<file path="src/pll_ctl_pkg.sv">
/*
  Shared constants, field layouts and types of the reference-select,
  divider and lock-monitor block.
  Assumes a single 125 MHz system clock and an AXI4-Lite register bus.
*/
`default_nettype none
package pll_ctl_pkg;
  // timing
  localparam int CLK_PERIOD_NS = 8;
  localparam int LOL_SET_NS    = 4;
  localparam int LOL_CLR_NS    = 2;
  localparam logic [7:0] LD_TIMEOUT = 8'hFF;

  // register map
  localparam int AXI_ADDR_W = 8;
  localparam logic [7:0] ADDR_CTRL     = 8'h00;
  localparam logic [7:0] ADDR_STATUS   = 8'h04;
  localparam logic [7:0] ADDR_IRQ_STAT = 8'h08;
  localparam logic [7:0] ADDR_IRQ_MASK = 8'h0C;
  localparam logic [7:0] ADDR_DIVIDERS = 8'h10;
  localparam logic [1:0] RESP_OKAY     = 2'h0;
  localparam logic [1:0] RESP_SLVERR   = 2'h2;

  // control field positions and reset value
  localparam int CTRL_DIV_LSB    = 0;
  localparam int CTRL_POST_LSB   = 4;
  localparam int CTRL_REFSEL_BIT = 6;
  localparam int CTRL_AUTO_BIT   = 7;
  localparam logic [7:0] CTRL_RESET = 8'h18;

  // interrupt status and mask bits
  localparam int IRQ_W      = 3;
  localparam int IRQ_LOST   = 0;
  localparam int IRQ_REGAIN = 1;
  localparam int IRQ_SWITCH = 2;

  // encodings
  localparam logic [3:0] DIV_TEST_CODE = 4'hC;
  localparam logic [1:0] POST_DIV1     = 2'h1;
  localparam logic [1:0] POST_TRI      = 2'h3;

  typedef struct packed {
    logic       auto_en;
    logic       ref_sel;
    logic [1:0] post_sel;
    logic [3:0] div_sel;
  } ctrl_s;

  typedef struct packed {
    logic [8:0] m;
    logic [8:0] r;
    logic       test;
  } mr_s;

  typedef enum logic [1:0] {
    SW_MANUAL   = 2'b00,
    SW_ARMED    = 2'b01,
    SW_SWITCHED = 2'b10
  } sw_state_e;

  typedef enum logic [1:0] {
    LD_IDLE     = 2'b00,
    LD_WAIT_FB  = 2'b01,
    LD_WAIT_REF = 2'b10
  } ld_state_e;

  // feedback/reference pair: r = 4^k, m = r*4, r*2, r or r/4
  function automatic mr_s mr_lookup(input logic [3:0] code);
    mr_s res;
    res.r = 9'h001 << {code[1:0], 1'b0};
    case (code[3:2])
      2'h0:    res.m = res.r << 2;
      2'h1:    res.m = res.r << 1;
      2'h2:    res.m = res.r;
      default: res.m = res.r >> 2;
    endcase
    res.test = (code == DIV_TEST_CODE);
    return res;
  endfunction
endpackage
`default_nettype wire

</file>
<file path="src/edge_divider.sv">
/*
  Rising-edge counting divider: one-cycle pulse on every ratio-th rising
  edge of a sampled input level.
  Assumes the input is synchronous to clk and slower than clk/2.
*/
`default_nettype none
module edge_divider (
  // clock and reset
  input  wire logic       clk,
  input  wire logic       rstn,
  // control
  input  wire logic       en,
  input  wire logic [8:0] ratio,
  // signal
  input  wire logic       in_level,
  output logic            edge_pulse
);
  logic       prev;
  logic [8:0] cnt;
  logic       next_prev;
  logic [8:0] next_cnt;
  logic       next_pulse;

  always_comb begin
    next_prev  = in_level;
    next_cnt   = cnt;
    next_pulse = 1'b0;
    if (!en) begin
      next_cnt = 9'h000;
    end else if (in_level && !prev) begin
      if (cnt >= ratio - 9'h001) begin
        next_cnt   = 9'h000;
        next_pulse = 1'b1;
      end else begin
        next_cnt = cnt + 9'h001;
      end
    end
  end

  always_ff @(posedge clk or negedge rstn) begin
    if (!rstn) begin
      prev       <= 1'b0;
      cnt        <= 9'h000;
      edge_pulse <= 1'b0;
    end else begin
      prev       <= next_prev;
      cnt        <= next_cnt;
      edge_pulse <= next_pulse;
    end
  end
endmodule // edge_divider
`default_nettype wire

</file>
<file path="src/ref_select_divider_lock_monitor.sv">
/*
  Digital part of a jitter-attenuating clock PLL: reference mux, feedback
  and reference dividers, phase detector, post divider with tristate,
  lock-loss monitor with hysteresis, automatic reselection, AXI4-Lite regs.
  Assumes all pin inputs are synchronous to clk; oscillator and loop
  filter are outside.
*/
// Local design decisions: the placing of the registers and the AXI4-Lite slave port.
`default_nettype none
module ref_select_divider_lock_monitor (
  // clock and reset
  input  wire logic        clk,
  input  wire logic        resetn,
  // AXI4-Lite slave
  input  wire logic [7:0]  s_axi_awaddr,
  input  wire logic        s_axi_awvalid,
  output logic             s_axi_awready,
  input  wire logic [31:0] s_axi_wdata,
  input  wire logic [3:0]  s_axi_wstrb,
  input  wire logic        s_axi_wvalid,
  output logic             s_axi_wready,
  output logic [1:0]       s_axi_bresp,
  output logic             s_axi_bvalid,
  input  wire logic        s_axi_bready,
  input  wire logic [7:0]  s_axi_araddr,
  input  wire logic        s_axi_arvalid,
  output logic             s_axi_arready,
  output logic [31:0]      s_axi_rdata,
  output logic [1:0]       s_axi_rresp,
  output logic             s_axi_rvalid,
  input  wire logic        s_axi_rready,
  // reference and oscillator inputs
  input  wire logic        ref_in0_pos,
  input  wire logic        ref_in0_neg,
  input  wire logic        ref_in1_pos,
  input  wire logic        ref_in1_neg,
  input  wire logic        saw_osc_in,
  // phase detector to loop filter
  output logic             pd_up,
  output logic             pd_down,
  // clock output
  output logic             clk_out_pos,
  output logic             clk_out_neg,
  output logic             clk_out_oe,
  // status
  output logic             lock_loss_flag,
  output logic             ref_ack,
  output logic             irq
);
  logic [1:0] rst_sync;
  logic       rstn;

  always_ff @(posedge clk or negedge resetn) begin
    if (!resetn) begin
      rst_sync <= 2'h0;
    end else begin
      rst_sync <= {rst_sync[0], 1'b1};
    end
  end
  assign rstn = rst_sync[1];

  // ---------------- AXI4-Lite slave ----------------
  logic        aw_held, w_held;
  logic [7:0]  wr_addr, next_wr_addr;
  logic [31:0] wr_data, next_wr_data;
  logic [3:0]  wr_strb, next_wr_strb;
  logic        next_aw_held, next_w_held, next_awready, next_wready;
  logic        next_bvalid, next_arready, next_rvalid;
  logic [1:0]  next_bresp, next_rresp;
  logic [31:0] next_rdata, rd_word;
  logic        do_write, rd_hit;

  pll_ctl_pkg::ctrl_s  ctrl, next_ctrl;
  pll_ctl_pkg::mr_s    mr;
  logic [pll_ctl_pkg::IRQ_W-1:0] irq_stat, irq_mask, next_irq_stat, next_irq_mask;
  logic [pll_ctl_pkg::IRQ_W-1:0] irq_set, irq_clr;
  pll_ctl_pkg::sw_state_e sw_state, next_sw_state;

  always_comb begin
    rd_hit  = 1'b1;
    rd_word = 32'h0000_0000;
    case (s_axi_araddr)
      pll_ctl_pkg::ADDR_CTRL:     rd_word = {24'h00_0000, ctrl};
      pll_ctl_pkg::ADDR_STATUS:   rd_word = {26'h000_0000, sw_state, mr.test,
                                             clk_out_oe, ref_ack, lock_loss_flag};
      pll_ctl_pkg::ADDR_IRQ_STAT: rd_word = {29'h0000_0000, irq_stat};
      pll_ctl_pkg::ADDR_IRQ_MASK: rd_word = {29'h0000_0000, irq_mask};
      pll_ctl_pkg::ADDR_DIVIDERS: rd_word = {7'h00, mr.r, 7'h00, mr.m};
      default:                    rd_hit  = 1'b0;
    endcase
  end

  always_comb begin
    next_aw_held = aw_held;
    next_w_held  = w_held;
    next_wr_addr = wr_addr;
    next_wr_data = wr_data;
    next_wr_strb = wr_strb;
    next_bvalid  = s_axi_bvalid;
    next_bresp   = s_axi_bresp;
    next_rvalid  = s_axi_rvalid;
    next_rdata   = s_axi_rdata;
    next_rresp   = s_axi_rresp;
    do_write     = 1'b0;
    if (s_axi_awvalid && s_axi_awready) begin
      next_aw_held = 1'b1;
      next_wr_addr = s_axi_awaddr;
    end
    if (s_axi_wvalid && s_axi_wready) begin
      next_w_held  = 1'b1;
      next_wr_data = s_axi_wdata;
      next_wr_strb = s_axi_wstrb;
    end
    if (s_axi_bvalid && s_axi_bready) begin
      next_bvalid = 1'b0;
    end
    if (aw_held && w_held && !s_axi_bvalid) begin
      do_write     = 1'b1;
      next_aw_held = 1'b0;
      next_w_held  = 1'b0;
      next_bvalid  = 1'b1;
      next_bresp   = (wr_addr == pll_ctl_pkg::ADDR_CTRL ||
                      wr_addr == pll_ctl_pkg::ADDR_STATUS ||
                      wr_addr == pll_ctl_pkg::ADDR_IRQ_STAT ||
                      wr_addr == pll_ctl_pkg::ADDR_IRQ_MASK ||
                      wr_addr == pll_ctl_pkg::ADDR_DIVIDERS) ?
                     pll_ctl_pkg::RESP_OKAY : pll_ctl_pkg::RESP_SLVERR;
    end
    if (s_axi_rvalid && s_axi_rready) begin
      next_rvalid = 1'b0;
    end
    if (s_axi_arvalid && s_axi_arready) begin
      next_rvalid = 1'b1;
      next_rdata  = rd_word;
      next_rresp  = rd_hit ? pll_ctl_pkg::RESP_OKAY : pll_ctl_pkg::RESP_SLVERR;
    end
    next_awready = !next_aw_held && !next_bvalid;
    next_wready  = !next_w_held && !next_bvalid;
    next_arready = !next_rvalid;
  end

  always_ff @(posedge clk or negedge rstn) begin
    if (!rstn) begin
      aw_held       <= 1'b0;
      w_held        <= 1'b0;
      wr_addr       <= 8'h00;
      wr_data       <= 32'h0000_0000;
      wr_strb       <= 4'h0;
      s_axi_awready <= 1'b0;
      s_axi_wready  <= 1'b0;
      s_axi_bvalid  <= 1'b0;
      s_axi_bresp   <= 2'h0;
      s_axi_arready <= 1'b0;
      s_axi_rvalid  <= 1'b0;
      s_axi_rdata   <= 32'h0000_0000;
      s_axi_rresp   <= 2'h0;
    end else begin
      aw_held       <= next_aw_held;
      w_held        <= next_w_held;
      wr_addr       <= next_wr_addr;
      wr_data       <= next_wr_data;
      wr_strb       <= next_wr_strb;
      s_axi_awready <= next_awready;
      s_axi_wready  <= next_wready;
      s_axi_bvalid  <= next_bvalid;
      s_axi_bresp   <= next_bresp;
      s_axi_arready <= next_arready;
      s_axi_rvalid  <= next_rvalid;
      s_axi_rdata   <= next_rdata;
      s_axi_rresp   <= next_rresp;
    end
  end

  // ---------------- control and interrupt registers ----------------
  logic wr_lane0;
  assign wr_lane0 = do_write && wr_strb[0];

  always_comb begin
    next_ctrl     = ctrl;
    next_irq_mask = irq_mask;
    irq_clr       = '0;
    if (wr_lane0 && wr_addr == pll_ctl_pkg::ADDR_CTRL) begin
      next_ctrl = pll_ctl_pkg::ctrl_s'(wr_data[7:0]);
    end
    if (wr_lane0 && wr_addr == pll_ctl_pkg::ADDR_IRQ_MASK) begin
      next_irq_mask = wr_data[pll_ctl_pkg::IRQ_W-1:0];
    end
    if (wr_lane0 && wr_addr == pll_ctl_pkg::ADDR_IRQ_STAT) begin
      irq_clr = wr_data[pll_ctl_pkg::IRQ_W-1:0];
    end
    // a new event wins over a clear in the same cycle
    next_irq_stat = (irq_stat & ~irq_clr) | irq_set;
  end

  always_ff @(posedge clk or negedge rstn) begin
    if (!rstn) begin
      ctrl     <= pll_ctl_pkg::ctrl_s'(pll_ctl_pkg::CTRL_RESET);
      irq_mask <= '0;
      irq_stat <= '0;
      irq      <= 1'b0;
    end else begin
      ctrl     <= next_ctrl;
      irq_mask <= next_irq_mask;
      irq_stat <= next_irq_stat;
      irq      <= |(next_irq_stat & next_irq_mask);
    end
  end

  // ---------------- reference mux and dividers ----------------
  logic       ref_level, div_en;
  logic [1:0] div_in, div_pulse;
  logic [8:0] div_ratio [2];

  assign mr        = pll_ctl_pkg::mr_lookup(ctrl.div_sel);
  assign div_en    = !mr.test;
  assign ref_level = ref_ack ? (ref_in1_pos && !ref_in1_neg)
                             : (ref_in0_pos && !ref_in0_neg);
  assign div_in    = {ref_level, saw_osc_in};
  assign div_ratio[0] = mr.m;
  assign div_ratio[1] = mr.r;

  genvar gi;
  generate
    for (gi = 0; gi < 2; gi++) begin : g_div
      edge_divider u_div (
        .clk        (clk),
        .rstn       (rstn),
        .en         (div_en),
        .ratio      (div_ratio[gi]),
        .in_level   (div_in[gi]),
        .edge_pulse (div_pulse[gi])
      );
    end
  endgenerate

  // ---------------- phase detector ----------------
  logic fb_edge, ref_edge, next_pd_up, next_pd_down;
  assign fb_edge  = div_pulse[0];
  assign ref_edge = div_pulse[1];

  always_comb begin
    next_pd_up   = pd_up || ref_edge;
    next_pd_down = pd_down || fb_edge;
    if (next_pd_up && next_pd_down) begin
      next_pd_up   = 1'b0;
      next_pd_down = 1'b0;
    end
  end

  always_ff @(posedge clk or negedge rstn) begin
    if (!rstn) begin
      pd_up   <= 1'b0;
      pd_down <= 1'b0;
    end else begin
      pd_up   <= next_pd_up;
      pd_down <= next_pd_down;
    end
  end

  // ---------------- lock-loss monitor ----------------
  pll_ctl_pkg::ld_state_e ld_state, next_ld_state;
  logic [7:0] ld_cnt, next_ld_cnt;
  logic       next_lol, eval;
  logic [7:0] eval_cnt;
  int         err_ns;

  always_comb begin
    next_ld_state = ld_state;
    next_ld_cnt   = ld_cnt;
    next_lol      = lock_loss_flag;
    eval          = 1'b0;
    eval_cnt      = ld_cnt;
    err_ns        = 0;
    case (ld_state)
      pll_ctl_pkg::LD_IDLE: begin
        if (fb_edge && ref_edge) begin
          eval     = 1'b1;
          eval_cnt = 8'h00;
        end else if (fb_edge) begin
          next_ld_state = pll_ctl_pkg::LD_WAIT_REF;
          next_ld_cnt   = 8'h01;
        end else if (ref_edge) begin
          next_ld_state = pll_ctl_pkg::LD_WAIT_FB;
          next_ld_cnt   = 8'h01;
        end
      end
      pll_ctl_pkg::LD_WAIT_FB, pll_ctl_pkg::LD_WAIT_REF: begin
        if ((ld_state == pll_ctl_pkg::LD_WAIT_FB) ? fb_edge : ref_edge) begin
          eval          = 1'b1;
          next_ld_state = pll_ctl_pkg::LD_IDLE;
        end else if (ld_cnt == pll_ctl_pkg::LD_TIMEOUT) begin
          eval          = 1'b1;
          next_ld_state = pll_ctl_pkg::LD_IDLE;
        end else begin
          next_ld_cnt = ld_cnt + 8'h01;
        end
      end
      default: next_ld_state = pll_ctl_pkg::LD_IDLE;
    endcase
    if (eval) begin
      err_ns = int'(eval_cnt) * pll_ctl_pkg::CLK_PERIOD_NS;
      if (err_ns > pll_ctl_pkg::LOL_SET_NS) begin
        next_lol = 1'b1;
      end else if (err_ns < pll_ctl_pkg::LOL_CLR_NS) begin
        next_lol = 1'b0;
      end
    end
    if (!div_en) begin
      next_ld_state = pll_ctl_pkg::LD_IDLE;
      next_ld_cnt   = 8'h00;
    end
  end

  always_ff @(posedge clk or negedge rstn) begin
    if (!rstn) begin
      ld_state       <= pll_ctl_pkg::LD_IDLE;
      ld_cnt         <= 8'h00;
      lock_loss_flag <= 1'b1;
    end else begin
      ld_state       <= next_ld_state;
      ld_cnt         <= next_ld_cnt;
      lock_loss_flag <= next_lol;
    end
  end

  // ---------------- automatic reselection ----------------
  logic next_ref_ack, switch_evt;

  always_comb begin
    next_sw_state = sw_state;
    next_ref_ack  = ref_ack;
    switch_evt    = 1'b0;
    case (sw_state)
      pll_ctl_pkg::SW_MANUAL: begin
        next_ref_ack = ctrl.ref_sel;
        if (ctrl.auto_en && !lock_loss_flag) begin
          next_sw_state = pll_ctl_pkg::SW_ARMED;
        end
      end
      pll_ctl_pkg::SW_ARMED: begin
        if (!ctrl.auto_en) begin
          next_sw_state = pll_ctl_pkg::SW_MANUAL;
        end else if (lock_loss_flag) begin
          next_ref_ack  = !ref_ack;
          switch_evt    = 1'b1;
          next_sw_state = pll_ctl_pkg::SW_SWITCHED;
        end
      end
      pll_ctl_pkg::SW_SWITCHED: begin
        if (!ctrl.auto_en) begin
          next_sw_state = pll_ctl_pkg::SW_MANUAL;
        end
      end
      default: next_sw_state = pll_ctl_pkg::SW_MANUAL;
    endcase
    irq_set = '0;
    irq_set[pll_ctl_pkg::IRQ_LOST]   = next_lol && !lock_loss_flag;
    irq_set[pll_ctl_pkg::IRQ_REGAIN] = !next_lol && lock_loss_flag;
    irq_set[pll_ctl_pkg::IRQ_SWITCH] = switch_evt;
  end

  always_ff @(posedge clk or negedge rstn) begin
    if (!rstn) begin
      sw_state <= pll_ctl_pkg::SW_MANUAL;
      ref_ack  <= 1'b0;
    end else begin
      sw_state <= next_sw_state;
      ref_ack  <= next_ref_ack;
    end
  end

  // ---------------- post divider and output driver ----------------
  logic osc_prev, tri_sel, div1_sel, next_pos;

  assign tri_sel  = (ctrl.post_sel == pll_ctl_pkg::POST_TRI);
  assign div1_sel = (ctrl.post_sel == pll_ctl_pkg::POST_DIV1);

  always_comb begin
    if (tri_sel) begin
      next_pos = 1'b0;
    end else if (div1_sel) begin
      next_pos = saw_osc_in;
    end else begin
      next_pos = (saw_osc_in && !osc_prev) ? !clk_out_pos : clk_out_pos;
    end
  end

  always_ff @(posedge clk or negedge rstn) begin
    if (!rstn) begin
      osc_prev    <= 1'b0;
      clk_out_pos <= 1'b0;
      clk_out_neg <= 1'b0;
      clk_out_oe  <= 1'b0;
    end else begin
      osc_prev    <= saw_osc_in;
      clk_out_pos <= next_pos;
      clk_out_neg <= !tri_sel && !next_pos;
      clk_out_oe  <= !tri_sel;
    end
  end
endmodule // ref_select_divider_lock_monitor
`default_nettype wire

</file>
<file path="config.mk">
export PLATFORM = sky130hd
export DESIGN_NAME = ref_select_divider_lock_monitor
export DESIGN_NICKNAME = d
export VERILOG_FILES = /design/src/pll_ctl_pkg.sv /design/src/edge_divider.sv /design/src/ref_select_divider_lock_monitor.sv
export SDC_FILE = /design/constraint.sdc
export NUM_CORES = 1
export LEC_CHECK = 0
export ABC_AREA = 1
export BUFFER_PORTS_ARGS = -buffer_cell sky130_fd_sc_hd__buf_4
export CAP_MARGIN = 20
export CORE_MARGIN = 5
export CORE_UTILIZATION = 40
export DETAILED_ROUTE_END_ITERATION = 7
export GPL_TIMING_DRIVEN = 1
export PLACE_DENSITY = 0.71
export RECOVER_POWER = 100
export SLEW_MARGIN = 5
export SYNTH_ARGS = -nofsm -noshare
export SYNTH_HDL_FRONTEND = slang
export SYNTH_SLANG_ARGS = --single-unit
</file>
<file path="constraint.sdc">
create_clock -name clk -period 5.7 [get_ports clk]
set_input_delay 0.57 -clock clk [delete_from_list [all_inputs] [get_ports clk]]
set_output_delay 0.57 -clock clk [all_outputs]
set_load 0.03 [all_outputs]
</file>
# Word level (Yosys, flattened, before mapping)
# Cells that the tools add are included.
[totals] register_bits=118 latchBits=0 ram_bits=0 romBits=0 out_inout_bits=49 memories=0
[op_classes] add_sub_neg=5 multipliers=0 n_div=0 magnitude_cmp=4 eq_ne=28 n_shift=1 muxes=69 bitwise_logic=4 n_reduce_logical=60
[ops] operator="$pmux 25 s5" n=1
[ops] operator="$mux 8" n=8
[ops] operator="$mux 9" n=6
[ops] operator="$mux 1" n=34
[ops] operator="$eq 8x4->1 const B" n=4
[ops] operator="$pmux 9 s3" n=1
[ops] operator="$mux 2" n=12
[ops] operator="$logic_and 1x1->1" n=23
[ops] operator="$add 9x1->9 const B" n=2
[ops] operator="$ge 9x9->1" n=2
[ops] operator="$sub 9x1->9 const B" n=2
[ops] operator="$eq 8x3->1 const B" n=2
[ops] operator="$eq 8x5->1 const B" n=2
[ops] operator="$logic_not 8->1" n=2
[ops] operator="$pmux 8 s2" n=1
[ops] operator="$logic_not 1->1" n=15
[ops] operator="$ne 3x3->1 const B" n=4
[ops] operator="$gt 11x3->1 const B" n=1
[ops] operator="$lt 11x2->1 const B" n=1
[ops] operator="$reduce_and 3->1" n=3
[ops] operator="$shl 1x3->9 const A" n=1
[ops] operator="$add 8x1->8 const B" n=1
[ops] operator="$eq 2x1->1 const B" n=4
[ops] operator="$eq 2x2->1 const B" n=4
[ops] operator="other kinds (20)" n=35

# Depth between registers and ports, before layout
# Gate-level depths: netlist of run 1.
[logic_depth] word_depth=12 mapped_depth=18 mapped_depth_nobuf=17

# By module
# From an unflattened synthesis of run 1, not the netlist that was laid out.
[hier_totals] cells_unflattened=702 area_unflattened_um2=5731.7
[modules_own_cells] mod="ref_select_divider_lock_monitor" instances=1 cells_per_inst=478 area_each_um2=3905.0 seq_area_each_um2=1905.6
[modules_own_cells] mod="edge_divider" instances=2 cells_per_inst=112 area_each_um2=913.4 seq_area_each_um2=275.3

# Least setup slack after synthesis of run 1
# Ideal clock, no wire load.
[synth_timing] kind="reg-to-reg" from="register ctrl[1] (netlist bit)" to="register g_div[0].u_div.cnt[0]" setup_time_ns=0.077 arrival_ns=2.499 required_ns=5.623 path_slack_ns=3.124 path_stages_with_launch=18 period_less_slack_ns=2.576 path_cell_list="dfrtp_1 buf_6 nor2_4 inv_1 o22ai_1 inv_1 ha_1 inv_1 nor3_4 nand3_1 nand2_1 o21ai_1 ha_1 a21oi_1 o21ai_0 a21oi_1 nand4_2 a21oi_1"
[synth_via] elab_chain_cells=7 word_cells_on_any_way=9
[synth_lines] element="from (decl)" line="ref_select_divider_lock_monitor.sv:73" text="pll_ctl_pkg::ctrl_s ctrl, next_ctrl;"
[synth_lines] element="from (signal assigned)" line="ref_select_divider_lock_monitor.sv:197" text="ctrl <= pll_ctl_pkg::ctrl_s'(pll_ctl_pkg::CTRL_RESET);"
[synth_lines] element="from (signal assigned)" line="ref_select_divider_lock_monitor.sv:202" text="ctrl <= next_ctrl;"
[synth_lines] element="$shl 1x3->9" line="pll_ctl_pkg.sv:70" text="res.r = 9'h001 << {code[1:0], 1'b0};"
[synth_lines] element="$pmux 9 s3" line="pll_ctl_pkg.sv:71" text="case (code[3:2])"
[synth_lines] element="$sub 9x1->9" line="edge_divider.sv:31" text="if (cnt >= ratio - 9'h001) begin"
[synth_lines] element="$ge 9x9->1" line="edge_divider.sv:31"
[synth_lines] element="$mux 9" line="edge_divider.sv:31"
[synth_lines] element="$mux 9" line="edge_divider.sv:30" text="end else if (in_level && !prev) begin"
[synth_lines] element="$mux 9" line="edge_divider.sv:28" text="if (!en) begin"
[synth_lines] element="to (signal assigned)" line="edge_divider.sv:47" text="cnt <= next_cnt;"
[synth_lines] element="to (decl)" line="edge_divider.sv:19" text="logic [8:0] cnt;"
# Parallel ways exist; a longest one is shown, timed or not. The select of a mux whose other input is x is not followed.
# A chain may end at the register's enable or synchronous reset.

# Worst setup path in the final report of run 1
[layout_timing] from="register ctrl[1] (netlist bit)" to="register g_div[0].u_div.cnt[8]"
# Same word-level chain as after synthesis.

==> reports/summary.txt, run 1 <==
Final HPWL DP = 8804 um
Vias in the first global route = 4267
Core area = 0.01324 mm2
WL per Instance = 12.81 um
First drt pass iteration count = 4
Sequential share of power = 35.9%
CTS sink count = 97
Sw Ratio = 43.15%
Nets = 818
I/O Buffers = 64
Library cells used by synthesis = 47
Total wire length = 11680 um
Die X-Extent = 126.0 um
Synth area leader = dfrtp_1
Crit path kind = register to register
Placed Cells = 895
RSZ-0062 raised after global routing = no
Root Buffer = clkbuf_16
#FFs+latches synth = 97
Final period util = 61.83%
Outcome = finished with violations
Initial Util = 40.67%
CP Launch Type = register
P per Cell Area = 477.2 mW/mm2
Post-CTS sizing = 0
Max-slew violations = 72
Synth warn = 0
Main synth FF type = dfrtp_1
Max-cap viol count = 1
Combinational group share of total power = 42.9%
Critical Path AT = 3.77 ns
Terminus of the critical flop-to-flop path = g_div[0].u_div.cnt[8]
Post-synth EDFFs = 0
Via density = 4.859
P&R area growth vs syn = 12.78%
IO Count = 113
Setup Viol. Count Final = 0
Clock skew = 0.006493 ns
Post-CTS Setup Bufs = 0
Yosys top cell area share = 43.68%
Total CTS buffers = 9
Largest net degree at the start of global routing = 72
First-pass GRT wire length = 20100 um
H-tree level count = 3
Synth area leaders = dfrtp_1 44%, nand2_1 12%, inv_1 5.4%
Critical path peak fanout = 9
Final WS setup = 2.176 ns
CP endpoint kind = register
Launch point of the worst reg-to-reg path = ctrl[1]
Hold buffer count at CTS = 1
Worst-margin pin slew = 1.752 ns
Hold Path Class = register to register
Final hold vios = 0
Syn_area_per_cell = 8.147 um2
Die Y = 126.0 um
Switching power total = 1.250 mW
Setup TNS = 0 ns
N_diodes = 0
Crit path launch = ctrl[1]
Slew HR = -16.82%
Via count = 4431
Row count = 42
FF-to-FF setup slack = 2.18 ns
Bufs on Longest Clock Path = 2
Worst hold slack = 0.3602 ns
Worst vdd rail ir drop = 305.6 uV
Min Tclk post-route = 3.524 ns
Clock Power Share = 21.1%
P_int = 1.648 mW
GRT Overall Usage = 15.09%
GPL Wtd Cong = 0.8896
Post-place setup slack = 2.547 ns
Syn Inst Count = 661
CTS tree = built
Ys async rst share = 100.0%
Post-Syn Area = 0.005385 mm2
Clk_lat worst skew = 0.34 ns
Non-filler cells, final = 912
Starting DRT DRC Count = 340
R2R depth = 15
P_leak = 2.890 nW
DRC = 0
Maximum clock rate = 283.7 MHz
Failing checks = capacitance limit, slew limit
Reg clk slew, reported paths = 0.07 ns
Post-synthesis sequential area ratio = 45.14%
Crit path required time = 5.95 ns
ANT nets after route = 0
GRT Residual Overflow = 0
Hold_sp = rst_sync[0]
Worst setup endpoint = g_div[0].u_div.cnt[8]
Initial antenna violation count = 0
Area of the die = 0.01588 mm2
Fraction of layout cells with a size suffix above 1 = 10.33%
## layout by cell type, fill, tap and decap left out, types with 5 or more instances in the layout
| cell | synthesis | routed |
|---|---|---|
| a21oi_1 | 18 | 19 |
| buf_4 | 21 | 33 |
| clkbuf_1 | 5 | 31 |
| clkbuf_16 | 0 | 9 |
| conb_1 | 2 | 23 |
| dfrtp_1 | 94 | 94 |
| ha_1 | 23 | 23 |
| inv_1 | 77 | 77 |
| nand2_1 | 166 | 169 |
| nand2_2 | 8 | 7 |
| nand3_1 | 34 | 35 |
| nand4_1 | 13 | 14 |
| nor2_1 | 48 | 53 |
| nor3_1 | 14 | 15 |
| nor4_1 | 5 | 5 |
| o21ai_0 | 38 | 55 |
| o22ai_1 | 7 | 7 |
| o31ai_1 | 6 | 7 |
| xnor2_1 | 6 | 6 |
| xor2_1 | 9 | 9 |
## layout make-up
type	instances	area [um2]
fill	1326	7169
sequential	97	2431
multi-input combinational	473	2425
timing repair buffer	66	382.9
inverter	84	317.8
clock buffer	10	229.0
tap	176	220.2
clock inverter	6	67.56
## state kept, by name, summed over array words and instances (netlist names), 3 cells and up
signal,count
irq_mask,3
wr_data,8
irq_stat,3
g_div.u_div.cnt,18
wr_addr,8
ld_cnt,8
ctrl,8
s_axi_rdata,13
## power by group through the flow
stage / Sequential, mW / Combinational (mW) / Clock [mW]
2_1_floorplan: 1.09 / 0.994 / 0
3_3_place_gp: 1.05 / 1.32 / 0
3_5_place_dp: 1.06 / 1.34 / 0
4_1_cts: 1.05 / 1.36 / 0.628
5_1_grt: 1.07 / 1.43 / 0.651
6_report: 1.04 / 1.24 / 0.613
## routing by layer
metal	track usage [%]	up-vias	part of all wire, %
li1	-	2257	-
met1	20.94	2057	48
met2	23.60	104	45
met3	3.683	13	5.7
met4	4.290	0	1.2
met5	0	-	0
## through the flow
| step | utilization (%) | cell area (um2) | power, mW |
|---|---|---|---|
| after floorplan | - | 5464 | 2.082 |
| after global placement | 45.13 | 5977 | 2.374 |
| after detailed placement | 45.13 | 5977 | 2.402 |
| after CTS | 47.45 | 6284 | 3.034 |
| after global routing | 45.86 | 6073 | 3.154 |
| final | 45.86 | 6073 | 2.898 |
## critical path: stages, from the launching register on
cell and delay [ns]:
dfrtp_1 0.53, nor2_1 0.15, inv_1 0.17, o22ai_1 0.14, inv_1 0.11, ha_1 0.15
inv_1 0.05, nor3_1 0.33, nand3_1 0.14, o21ai_0 0.24, ha_1 0.31, a21oi_1 0.17
o21ai_0 0.10, a21oi_1 0.18, nand4_1 0.36, o21ai_0 0.30
## logic make-up (layout without fill, tap and decap cells)
group / count (synthesis) / count (layout) / share of synthesized area (%)
adders and majority gates: 23 / 23 / 5.344
muxes: 3 / 3 / 0.6273
AOI/OAI and AO/OA: 100 / 100 / 10.64
xor gates and xnor gates: 15 / 15 / 2.440
buffers and inverters: 112 / 166 / 9.828
DFF: 97 / 97 / 45.14
other: 2 / 23 / 0.1395
and+or+nand+nor: 309 / 309 / 25.84
## worst min path at each step
| stage | end | slack [ns] | cells after the start |
|---|---|---|---|
| final | rst_sync[1] | 0.36 | 0 |
| after floorplan | rst_sync[0] | 0.27 | 0 |
| after global routing | rst_sync[1] | 0.37 | 0 |
| after global placement | ld_cnt[6] | 0.24 | 0 |
| after detailed placement | ld_cnt[6] | 0.24 | 0 |
| after CTS | ld_cnt[6] | 0.25 | 0 |
## synth_stat cells (3+ instances only)
master    count
buf_4        21
nor2_2        5
nand2_1     166
xor2_1        9
nor4_1        5
mux2_2        3
nor2_4        3
o21ai_2       6
nand4_1      13
xnor2_1       6
nand3b_1      4
ha_1         23
a21oi_1      18
dfrtp_1      94
nand2_2       8
nor3_1       14
nor2_1       48
o21ai_0      38
inv_1        77
o22ai_1       7
o31ai_1       6
clkbuf_1      5
nand3_1      34
dfstp_2       3
o21ai_1      17
inv_2         3
Power figures use the tool's default switching activity.
==> run 2, diff against run 1 <==
clock period = 3.6 ns   (was 5.7 ns; I/O delays follow)
==> run 2 against run 1 <==
Effect of this change:
- the flow still finishes with violations (capacitance limit, slew limit)
- via count shrank 0.36%
- total power grew 59%
- largest power group unchanged
- clock skew grew 0.0017 ns
- critical path depth is the same
- global-route usage shrank 0.56 points
- highest routed layer unchanged
==> reports/summary.txt, run 2 (synthesis results as in run 1) <==
Slew HR = -7.292%
GPL Wtd Cong = 0.8895
Setup Viol. Count Final = 0
ANT nets after route = 0
IO Count = 113
Nets = 819
Number of flip-flops in the largest register = 18
CP endpoint kind = register
CP Launch Type = register
Min Tclk post-route = 3.142 ns
Total CTS buffers = 9
Largest Register = g_div.u_div.cnt
Commonest non-fill, non-tap cell in the layout = nand2_1
DRC = 0
Vias in the first global route = 4058
Row count = 42
Non-filler cells, final = 913
Worst-margin pin slew = 1.609 ns
Final hold vios = 0
Root Buffer = clkbuf_16
CP max-delay cell = dfrtp_1
Initial antenna violation count = 0
Final period util = 87.27%
H-tree level count = 3
Hold_sp = saw_osc_in
Post-CTS Setup Bufs = 0
Failing checks = capacitance limit, slew limit
Most frequent cells in the layout = 171 x nand2_1, 93 x dfrtp_1, 78 x inv_1, 55 x o21ai_0, 51 x nor2_1
First-pass GRT wire length = 19230 um
Maximum clock rate = 318.3 MHz
Hold depth = 1
P_leak = 2.897 nW
GRT Overall Usage = 14.52%
CTS tree = built
RSZ-0062 raised after global routing = no
Placed Cells = 896
Worst Hold End = g_div[0].u_div.prev
Reg clk slew, reported paths = 0.07 ns
P&R area growth vs syn = 13.41%
Max-slew violations = 77
Top Registers = g_div.u_div.cnt (18), s_axi_rdata (13)
Hold Path Class = input pin to register
Largest net degree at the start of global routing = 77
Critical Path AT = 3.39 ns
Outcome = finished with violations
Via count = 4415
Terminus of the critical flop-to-flop path = g_div[0].u_div.cnt[3]
Critical path peak fanout = 9
Crit path kind = register to register
I/O Buffers = 64
Total wire length = 11500 um
Most used cell, CP = inv_1
Launch point of the worst reg-to-reg path = ctrl[1]
WL per Instance = 12.59 um
P per Cell Area = 755.3 mW/mm2
Fin util = 46.12%
Core area = 0.01324 mm2
First drt pass iteration count = 5
N_diodes = 0
Via density = 4.836
Die X-Extent = 126.0 um
Clock skew = 0.008229 ns
CP peak stage delay = 0.54 ns
Hold buffer count at CTS = 1
Die Y = 126.0 um
Setup TNS = 0 ns
Starting DRT DRC Count = 260
Final HPWL DP = 8736 um
CP Cell Sequence = inv_1 > nand2_1 > o22ai_1 > inv_1 > ha_1 > inv_1 > nor3_4 > nand3_1 > o21ai_0 > ha_1 > a21oi_1 > o21ai_0 > a21oi_1 > nand4_2 > o22ai_1
Post-CTS sizing = 0
Worst hold slack = 0.1944 ns
GRT Residual Overflow = 0
Max-cap viol count = 1
Clk_lat worst skew = 0.35 ns
Crit path launch = ctrl[1]
Fraction of layout cells with a size suffix above 1 = 10.31%
FF-to-FF setup slack = 0.46 ns
Worst vdd rail ir drop = 444.9 uV
Bufs on Longest Clock Path = 2
Area of the die = 0.01588 mm2
Crit path required time = 3.85 ns
Initial Util = 40.67%
R2R depth = 15
CTS sink count = 97
run 2: changes by cell type in the layout (fill, tap and decap cells not counted), sizes merged:
cell	before	now
clkinv	4	5
inv	81	82
clkinvlp	4	2
buf	33	34
run 2: routing by layer:
metal / track usage (%) / up-vias / part of all wire [%]
met5: 0 / - / 0
met4: 4.795 / 0 / 1.3
met2: 21.82 / 103 / 45
met3: 3.260 / 11 / 4.9
met1: 20.84 / 2049 / 49
li1: - / 2252 / -
run 2: area by class of cell:
type                    instances  area [um2]
fillers                      1336        7136
multi-input cells             473        2449
flip-flops and latches         97        2432
repair buffers                 67       385.4
inverters                      84       317.8
clock buffers                  10       229.0
well taps                     176       220.2
clock inverters                 6       73.82
run 2: how the worst max path moves through the flow:
stage / end / cells past startpoint
3_5_place_dp: g_div[0].u_div.cnt[3] / 16
5_1_grt: g_div[0].u_div.cnt[7] / 15
3_3_place_gp: g_div[0].u_div.cnt[6] / 16
6_report: g_div[0].u_div.cnt[3] / 15
4_1_cts: g_div[0].u_div.cnt[3] / 16
2_1_floorplan: aw_held / 0
run 2: per-stage QoR:
stage	total power, mW	instance area (um2)	setup slack (ns)
detailed placement	3.811	5984	0.4840
CTS	4.811	6297	0.4707
global route	5.036	6107	0.08049
global placement	3.760	5984	0.5516
finish	4.613	6107	0.4582
floorplan	3.296	5464	0.7032
run 2: report_power, final:
part / switching, mW / leakage [nW] / internal [mW]
registers: 0.272 / 1.25 / 1.39
clock network: 0.432 / 0.148 / 0.548
logic: 1.28 / 1.50 / 0.686
run 2: critical path: cells and delay by family, from the launching register on:
kind,cells,cell delay [ns]
AO/OA/AOI/OAI,6,1.01
adder cells (fa/ha/maj),2,0.44
buffers and inverters,3,0.32
flip-flops,1,0.54
AND/OR/NAND/NOR,4,0.75
